## config.mk

```make
export PLATFORM = sky130hd
export DESIGN_NAME = cci_exec_unit
export DESIGN_NICKNAME = d
export VERILOG_FILES = /design/src/include/cci_pkg.sv /design/src/hdl/cci_exec_unit.sv
export SDC_FILE = /design/constraint.sdc
export NUM_CORES = 2
export LEC_CHECK = 0
export BUFFER_PORTS_ARGS = -buffer_cell sky130_fd_sc_hd__buf_2
export CAP_MARGIN = 20
export CORE_UTILIZATION = 55
export DETAILED_ROUTE_END_ITERATION = 6
export PLACE_DENSITY_LB_ADDON = 0.08
export SLEW_MARGIN = 20
export SYNTH_ARGS = -nofsm -noshare
export SYNTH_HDL_FRONTEND = slang
export SYNTH_SLANG_ARGS = --single-unit
```

## constraint.sdc

```tcl
create_clock -name sys_clk -period 84.5 [get_ports sys_clk]
set_input_delay 25.35 -clock sys_clk [delete_from_list [all_inputs] [get_ports sys_clk]]
set_output_delay 25.35 -clock sys_clk [all_outputs]
set_load 0.1 [all_outputs]
```

## src/include/cci_pkg.sv

```systemverilog
// Constants, register map and state encoding for the control and convert unit.
`default_nettype none
package cci_pkg;
	// Opcodes (instruction bits 0-7).
	localparam logic [7:0] OP_NOP = 8'hee;
	localparam logic [7:0] OP_EXT = 8'hf0;
	localparam logic [7:0] OP_SVC = 8'h13;
	localparam logic [7:0] OP_P2B = 8'haa;
	localparam logic [7:0] OP_B2P = 8'hab;
	// Program address steps and trap target.
	localparam logic [15:0] LEN_NOP = 16'h0004;
	localparam logic [15:0] LEN_RR = 16'h0002;
	localparam logic [15:0] LEN_RX = 16'h0004;
	localparam logic [15:0] TRAP_ADDR = 16'h0100;
	localparam logic [15:0] PC_RESET = 16'h0000;
	// Extended registers whose bit is set here form the protected first group.
	localparam logic [7:0] EXT_GROUP1 = 8'hf0;
	localparam logic [2:0] SVC_STATE = 3'h4;
	// Condition bit positions; architectural bit n sits at vector bit 15-n.
	localparam int CB_OVF = 15;
	localparam int CB_SVC = 2;
	localparam logic [15:0] COND_RESET = 16'h0000;
	localparam logic [7:0] FLAGS_RESET = 8'h00;
	// Packed decimal signs.
	localparam logic [3:0] SIGN_POS = 4'hc;
	localparam logic [3:0] SIGN_NEG = 4'hd;
	localparam logic [3:0] SIGN_NEG_ALT = 4'hb;
	// Iteration counts.
	localparam logic [5:0] P2B_SHORT_DIGITS = 6'h05;
	localparam logic [5:0] P2B_LONG_DIGITS = 6'h0b;
	localparam logic [5:0] B2P_STEPS = 6'h20;
	localparam logic [39:0] MAX_SHORT = 40'h0000007fff;
	localparam logic [39:0] MAX_LONG = 40'h007fffffff;
	// Register byte offsets.
	localparam logic [7:0] REG_INSTR = 8'h00;
	localparam logic [7:0] REG_STATUS = 8'h04;
	localparam logic [7:0] REG_PC = 8'h08;
	localparam logic [7:0] REG_COND = 8'h0c;
	localparam logic [7:0] REG_STATE = 8'h10;
	localparam logic [7:0] REG_FLAGS = 8'h14;
	localparam logic [7:0] REG_MEMHI = 8'h18;
	localparam logic [7:0] REG_MEMLO = 8'h1c;
	localparam logic [7:0] REG_REQIDX = 8'h20;
	localparam logic [2:0] REG_GR_BASE = 3'h2;
	localparam logic [2:0] REG_EXT_BASE = 3'h3;
	typedef enum logic [3:0] {
		ST_IDLE = 4'h1,
		ST_DEC = 4'h2,
		ST_P2B = 4'h4,
		ST_B2P = 4'h8
	} cci_state_e;
endpackage : cci_pkg
`default_nettype wire

```

## src/hdl/cci_exec_unit.sv

```systemverilog
// Execution unit for control and packed-decimal conversion instructions.
// Summary of operation
// - No-operation changes only the program address, reads no operands.
// - No-operation advances program address by four.
// - Extended read copies extended to general register.
// - Bit 12 selects extended read or write.
// - First-group extended access traps instead.
// - Service request carries flagged request index byte.
// - Service request sets executing condition bit 13.
// - Service request sets state 4 busy, active unless state 4 issues it.
// - Service request clears executing busy, active.
// - Short convert: 3-byte packed into 16-bit register.
// - Short operand: five digits, sign, MSB first.
// - Short overflow beyond 32767 sets bit 0 only.
// - Long convert: 6-byte packed into 32 bits.
// - Pair result high first, register 7 wraps.
// - Long overflow beyond 2^31-1 sets bit 0 only.
// - Short decimal: 16-bit register to 3-byte packed.
// - Bit 12 set gives 6-byte decimal from pair.
`default_nettype none
module cci_exec_unit
	import cci_pkg::*;
(
	// Clock and reset
	input wire logic sys_clk,
	input wire logic sys_rst,
	// Avalon-MM slave
	input wire logic [7:0] avs_address,
	input wire logic avs_read,
	input wire logic avs_write,
	input wire logic [31:0] avs_writedata,
	input wire logic [3:0] avs_byteenable,
	output logic [31:0] avs_readdata,
	output logic avs_waitrequest
);
	timeunit 1ns;
	timeprecision 1ps;
	function automatic logic [31:0] be_merge(input logic [31:0] o, input logic [31:0] n,
		input logic [3:0] be);
		logic [31:0] r;
		r = o;
		for (int i = 0; i < 4; i++) begin
			if (be[i]) begin
				r[i*8+:8] = n[i*8+:8];
			end
		end
		return r;
	endfunction : be_merge

	function automatic logic [39:0] mul10_add(input logic [39:0] a, input logic [3:0] d);
		return {a[36:0], 3'b000} + {a[38:0], 1'b0} + {36'h0, d};
	endfunction : mul10_add

	function automatic logic [43:0] dabble(input logic [43:0] b);
		logic [43:0] r;
		r = b;
		for (int i = 0; i < 11; i++) begin
			if (r[i*4+:4] >= 4'h5) begin
				r[i*4+:4] = r[i*4+:4] + 4'h3;
			end
		end
		return r;
	endfunction : dabble

	cci_state_e st;
	logic [15:0] ir;
	logic [15:0] pc;
	logic [15:0] cond [8];
	logic [15:0] gr [8];
	logic [15:0] ext [8];
	logic [2:0] cur;
	logic [7:0] busy;
	logic [7:0] active;
	logic [47:0] mem;
	logic [7:0] req_idx;
	logic trap;
	logic [5:0] cnt;
	logic [39:0] acc;
	logic [47:0] sh;
	logic [43:0] bcd;
	logic [31:0] bin;
	logic neg;
	logic [31:0] rd_mux;

	// Instruction fields; bit 0 of the instruction is the vector MSB.
	wire logic [7:0] op = ir[15:8];
	wire logic [2:0] f_r1 = ir[6:4];
	wire logic f_ext = ir[3];
	wire logic [2:0] f_r2 = ir[2:0];
	wire logic [2:0] r2n = f_r2 + 3'h1;
	wire logic grp1 = EXT_GROUP1[f_r1];
	wire logic dec = (st == ST_DEC);
	wire logic wr = avs_write && !avs_waitrequest;
	wire logic launch = wr && (avs_address == REG_INSTR);
	wire logic [31:0] wd = be_merge(rd_mux, avs_writedata, avs_byteenable);
	wire logic p2b_done = (st == ST_P2B) && (cnt == 6'h00);
	wire logic b2p_done = (st == ST_B2P) && (cnt == 6'h00);
	wire logic [39:0] res = neg ? (40'h0 - acc) : acc;
	// Magnitude compare keeps -32768 and -2^31 exact while still flagging them.
	wire logic ovf = f_ext ? (acc > MAX_LONG) : (acc > MAX_SHORT);
	wire logic [3:0] p2b_sign = f_ext ? mem[3:0] : mem[27:24];
	wire logic [31:0] v32 = f_ext ? {gr[f_r2], gr[r2n]} : {{16{gr[f_r2][15]}}, gr[f_r2]};
	wire logic [3:0] b2p_sign = neg ? SIGN_NEG : SIGN_POS;
	wire logic [43:0] bcd_adj = dabble(bcd);

	always_comb begin
		rd_mux = 32'h0;
		case (avs_address)
			REG_INSTR: rd_mux = {16'h0, ir};
			REG_STATUS: rd_mux = {31'h0, trap};
			REG_PC: rd_mux = {16'h0, pc};
			REG_COND: rd_mux = {16'h0, cond[cur]};
			REG_STATE: rd_mux = {29'h0, cur};
			REG_FLAGS: rd_mux = {16'h0, active, busy};
			REG_MEMHI: rd_mux = {16'h0, mem[47:32]};
			REG_MEMLO: rd_mux = mem[31:0];
			REG_REQIDX: rd_mux = {24'h0, req_idx};
			default: begin
				if (avs_address[7:5] == REG_GR_BASE) begin
					rd_mux = {16'h0, gr[avs_address[4:2]]};
				end else if (avs_address[7:5] == REG_EXT_BASE) begin
					rd_mux = {16'h0, ext[avs_address[4:2]]};
				end
			end
		endcase
	end

	// Accesses stall while an instruction runs, so bus and execution never write together.
	always_ff @(posedge sys_clk or posedge sys_rst) begin
		if (sys_rst) begin
			avs_waitrequest <= 1'b1;
			avs_readdata <= 32'h0;
		end else if (!avs_waitrequest) begin
			avs_waitrequest <= 1'b1;
		end else if ((avs_read || avs_write) && st == ST_IDLE) begin
			avs_waitrequest <= 1'b0;
			avs_readdata <= rd_mux;
		end
	end

	// Sequencing and conversion datapath.
	always_ff @(posedge sys_clk or posedge sys_rst) begin
		if (sys_rst) begin
			st <= ST_IDLE;
			cnt <= 6'h00;
			acc <= 40'h0;
			sh <= 48'h0;
			bcd <= 44'h0;
			bin <= 32'h0;
			neg <= 1'b0;
		end else begin
			case (st)
				ST_IDLE: begin
					if (launch) begin
						st <= ST_DEC;
					end
				end
				ST_DEC: begin
					if (op == OP_P2B) begin
						st <= ST_P2B;
						acc <= 40'h0;
						sh <= f_ext ? mem : {mem[47:24], 24'h0};
						cnt <= f_ext ? P2B_LONG_DIGITS : P2B_SHORT_DIGITS;
						neg <= (p2b_sign == SIGN_NEG) || (p2b_sign == SIGN_NEG_ALT);
					end else if (op == OP_B2P) begin
						st <= ST_B2P;
						bcd <= 44'h0;
						bin <= v32[31] ? (32'h0 - v32) : v32;
						neg <= v32[31];
						cnt <= B2P_STEPS;
					end else begin
						st <= ST_IDLE;
					end
				end
				ST_P2B: begin
					if (cnt == 6'h00) begin
						st <= ST_IDLE;
					end else begin
						acc <= mul10_add(acc, sh[47:44]);
						sh <= {sh[43:0], 4'h0};
						cnt <= cnt - 6'h01;
					end
				end
				ST_B2P: begin
					if (cnt == 6'h00) begin
						st <= ST_IDLE;
					end else begin
						bcd <= {bcd_adj[42:0], bin[31]};
						bin <= {bin[30:0], 1'b0};
						cnt <= cnt - 6'h01;
					end
				end
				default: st <= ST_IDLE;
			endcase
		end
	end

	// Architectural state: bus writes while idle, instruction results otherwise.
	always_ff @(posedge sys_clk or posedge sys_rst) begin
		if (sys_rst) begin
			ir <= 16'h0;
			pc <= PC_RESET;
			cur <= 3'h0;
			busy <= FLAGS_RESET;
			active <= FLAGS_RESET;
			mem <= 48'h0;
			req_idx <= 8'h00;
			trap <= 1'b0;
			for (int i = 0; i < 8; i++) begin
				cond[i] <= COND_RESET;
				gr[i] <= 16'h0;
				ext[i] <= 16'h0;
			end
		end else begin
			if (wr) begin
				case (avs_address)
					REG_INSTR: ir <= wd[15:0];
					REG_STATUS: begin
						if (avs_byteenable[0] && avs_writedata[0]) begin
							trap <= 1'b0;
						end
					end
					REG_PC: pc <= wd[15:0];
					REG_COND: cond[cur] <= wd[15:0];
					REG_STATE: cur <= wd[2:0];
					REG_FLAGS: begin
						busy <= wd[7:0];
						active <= wd[15:8];
					end
					REG_MEMHI: mem[47:32] <= wd[15:0];
					REG_MEMLO: mem[31:0] <= wd;
					default: begin
						if (avs_address[7:5] == REG_GR_BASE) begin
							gr[avs_address[4:2]] <= wd[15:0];
						end else if (avs_address[7:5] == REG_EXT_BASE) begin
							ext[avs_address[4:2]] <= wd[15:0];
						end
					end
				endcase
			end
			if (dec) begin
				case (op)
					OP_NOP: pc <= pc + LEN_NOP;
					OP_EXT: begin
						if (grp1) begin
							trap <= 1'b1;
							pc <= TRAP_ADDR;
						end else begin
							if (f_ext) begin
								ext[f_r1] <= gr[f_r2];
							end else begin
								gr[f_r2] <= ext[f_r1];
							end
							pc <= pc + LEN_RR;
						end
					end
					OP_SVC: begin
						req_idx <= ir[7:0];
						cond[cur][CB_SVC] <= 1'b1;
						busy[SVC_STATE] <= 1'b1;
						active[SVC_STATE] <= 1'b1;
						// If state 4 itself issues the request, the clear is applied last.
						busy[cur] <= 1'b0;
						active[cur] <= 1'b0;
						pc <= pc + LEN_RR;
					end
					OP_P2B, OP_B2P: pc <= pc + LEN_RX;
					default: begin
						trap <= 1'b1;
						pc <= TRAP_ADDR;
					end
				endcase
			end
			if (p2b_done) begin
				cond[cur][CB_OVF] <= ovf;
				if (f_ext) begin
					gr[f_r2] <= res[31:16];
					gr[r2n] <= res[15:0];
				end else begin
					gr[f_r2] <= res[15:0];
				end
			end
			if (b2p_done) begin
				if (f_ext) begin
					mem <= {bcd, b2p_sign};
				end else begin
					mem[47:24] <= {bcd[19:0], b2p_sign};
				end
			end
		end
	end
endmodule : cci_exec_unit
`default_nettype wire

```

==> metrics.md <==
| Metric | Value |
|---|---|
| GRT Total Usage | `0.442` |
| RSZ-0062 raised after global routing | `false` |
| Failing checks | `design-rule violations` |
| Vias in the first global route | `41650` |
| Initial Util | `0.557` |
| CTS Hold Bufs | `0` |
| Worst-skew pair later-pin latency | `0.70 ns` |
| Area leader, netlist | `dfrtp_1` |
| Max Root-Sink Buffers | `3` |
| Top delay family on crit path | `simple AND/OR/NAND/NOR gates` |
| Crit path kind | `in -> reg` |
| Core Area | `83800 um2` |
| Non-filler cells, final | `6514` |
| CTS clk-pin slew, worst paths | `0.06 ns` |
| Synth warn | `0` |
| Final nets | `5461` |
| Initial antenna violation count | `4` |
| Setup Buffers After CTS | `0` |
| Synthesized area | `46600 um2` |
| Layout cells sized above 1 | `0.130` |
| Fillers | `7342` |
| Worst vdd ir | `0.0232 mV` |
| Power per cell area | `18.9 nW/um2` |
| Core Rows | `106` |
| CP max FO | `47` |
| Vias | `45641` |
| Root Driver | `clkbuf_16` |
| Syn Area/Cell | `8.59 um2` |
| Post-route setup TNS | `0 ns` |
| Clock share of power | `0.392` |
| Minimum clock period after layout | `29.49 ns` |
| Largest net degree at the start of global routing | `170` |
| Worst-Margin Slew | `1.28 ns` |
| Period utilization | `0.349` |
| Psw | `0.325 mW` |
| Chip height | `293 um` |
| Final Instance Area | `51100 um2` |
| Post-synth top cells | `nand2_1, dfrtp_1, o21ai_0` |
| Worst R2R End | `bin[30]$_DFFE_PP0P_` |
| Max_slew headroom | `0.150` |
| WP buf/inv | `2` |
| Number of max-cap violations | `0` |
| Crit path depth | `7` |
| Netlist cell types | `92` |
| Seq pwr share | `0.400` |
| Logic pwr share | `0.208` |
| Asr flop ratio synth | `1.00` |
| Via density | `7.01` |
| Gpl congestion | `1.12` |
| Gate Count Post-Synth | `5428` |
| Sequential cell area fraction in the yosys report | `0.376` |
| Pre-CTS WS | `54.41 ns` |
| Worst Setup Slack, final | `55.01 ns` |
| Hold path depth | `2` |
| Hpwl dp | `130000 um` |
| Worst hold slack | `0.471 ns` |
| Final setup fails | `0` |
| CP required | `85.06 ns` |
| DRT Wirelength | `193000 um` |
| Fin. Hold Viols | `0` |
| Leak pwr | `20.7 nW` |
| Pint | `0.641 mW` |
| I/O Pins | `81` |
| Worst EP arrival | `30.06 ns` |
| Max incr delay on CP | `0.86 ns` |
| CTS tree | `built` |
| H-tree levels | `3` |
| Placed cell area | `48300 um2` |
| CP endpoint kind | `flop` |
| Wire per inst | `29.6 um` |
| Top post-synthesis cells by area | `dfrtp_1, o21ai_0, nand2_1` |
| Share of the synthesized area in the top cell type | `0.374` |
| Clock skew | `0.0404 ns` |
| CP cell instances | `buf_4, buf_4, nand2_1, or4_1, nor2_1, nand2_1, mux2_2` |
| # port buffers | `80` |
| Antenna-violating nets left | `0` |
| FMAX | `33.9 MHz` |
| Gr ovfl total | `0` |
| Final cell utilization of the core | `0.610` |
| Post-synth net total | `5580` |
| Status | `finished with violations` |
| Drt pass-1 iters | `7` |
| Die area | `86000 um2` |
| Crit-path slowest cell | `nand2_1` |
| DRC Markers | `4` |
| Total Power | `0.967 mW` |
| R2r setup slk | `78.68 ns` |
| Synthesized flop and latch total | `700` |
| Die Wd | `293 um` |
| Startpoint Class | `input port` |
| Pins Over Slew Limit | `0` |
| Number of synthesized flops with an enable pin | `0` |
| First-pass GRT wire length | `282000 um` |
| Hold Crit Class | `reg -> reg` |
| Post-Place Cells | `6355` |
| Initial DRC Count | `6494` |
| Area Growth Syn to Fin | `9.64%` |
| CTS sink cnt | `700` |
| HP Start | `avs_readdata[17]$_DFFE_PP0P_` |
| CTS resizes | `0` |
| Crit path launch | `avs_address[3]` |
| Synth Flop Type | `dfrtp_1` |
| Cell with the most instances after synthesis | `nand2_1` |
| FF-to-FF Start | `ir[1]$_DFFE_PP0P_` |
| Switching Fraction | `0.337` |
| FF-to-FF path depth | `15` |
| CTS Buf Count | `83` |
## worst min-delay path: stages, from the launching register on
cell	delay, ns
dfrtp_1	0.33
nand2_1	0.04
o21ai_0	0.06
## power by group through the flow
stage          logic (mW)  registers (mW)  clock network, mW
2_1_floorplan       0.113           0.404                  0
3_3_place_gp        0.192           0.389                  0
3_5_place_dp        0.194           0.390                  0
6_report            0.201           0.387              0.379
4_1_cts             0.194           0.384              0.380
5_1_grt             0.211           0.388              0.393
## cell type report
cell class,instances,area (um2),share of cell area
multi-input combinational,4228,27500,0.537
antenna,2,5.00,0.0000979
inverter,58,225,0.00440
clock inverter,28,409,0.00800
clock buffer,126,2430,0.0475
tap,1134,1420,0.0277
sequential,700,17500,0.343
timing repair buffer,238,1640,0.0321
## metal layers
metal | vias to the layer above | share of wire | global-route usage
li1 | 19737 | - | -
met1 | 21869 | 0.38 | 0.591
met2 | 3298 | 0.41 | 0.628
met3 | 737 | 0.13 | 0.134
met4 | 0 | 0.075 | 0.271
met5 | - | 0 | 0
## how the worst min path moves through the flow
stage	to	slack [ns]
floorplan	flop	0.44
CTS	avs_readdata[17]$_DFFE_PP0P_	0.48
global route	avs_readdata[23]$_DFFE_PP0P_	0.49
detailed placement	avs_readdata[17]$_DFFE_PP0P_	0.46
global placement	avs_readdata[2]$_DFFE_PP0P_	0.46
finish	avs_readdata[17]$_DFFE_PP0P_	0.47
## layout by cell type, fill, tap and decap left out, types with 26 or more instances in the layout
cell,n
a211o_1,34
nor2_1,443
o21ai_0,675
or3_1,41
o22ai_1,90
clkbuf_16,83
and3_1,40
nor3_1,74
mux2i_1,171
a22oi_1,54
dfrtp_1,692
a211oi_1,68
buf_2,78
a221oi_1,45
mux2_2,100
nand2_1,816
o221ai_1,69
mux4_2,121
ha_1,101
inv_1,50
xnor2_1,55
xor2_1,46
nor3b_1,26
o31ai_1,39
o211ai_1,98
a21oi_1,404
nand2b_1,43
a21o_1,28
a31oi_1,66
nor2b_1,34
buf_4,154
nand3_1,103
## cells by family (layout without fill, tap and decap cells)
kind of cell | Yosys count | count (layout) | share of synthesized area
AOI/OAI and AO/OA | 1849 | 1849 | 0.245
and+or+nand+nor | 1766 | 1766 | 0.167
DFF | 700 | 700 | 0.376
buffers and inverters | 500 | 450 | 0.0420
muxes | 400 | 400 | 0.121
xor gates and xnor gates | 109 | 109 | 0.0211
adders and majority gates | 104 | 104 | 0.0282
other | 0 | 2 | 0
Power figures use the tool's default switching activity.
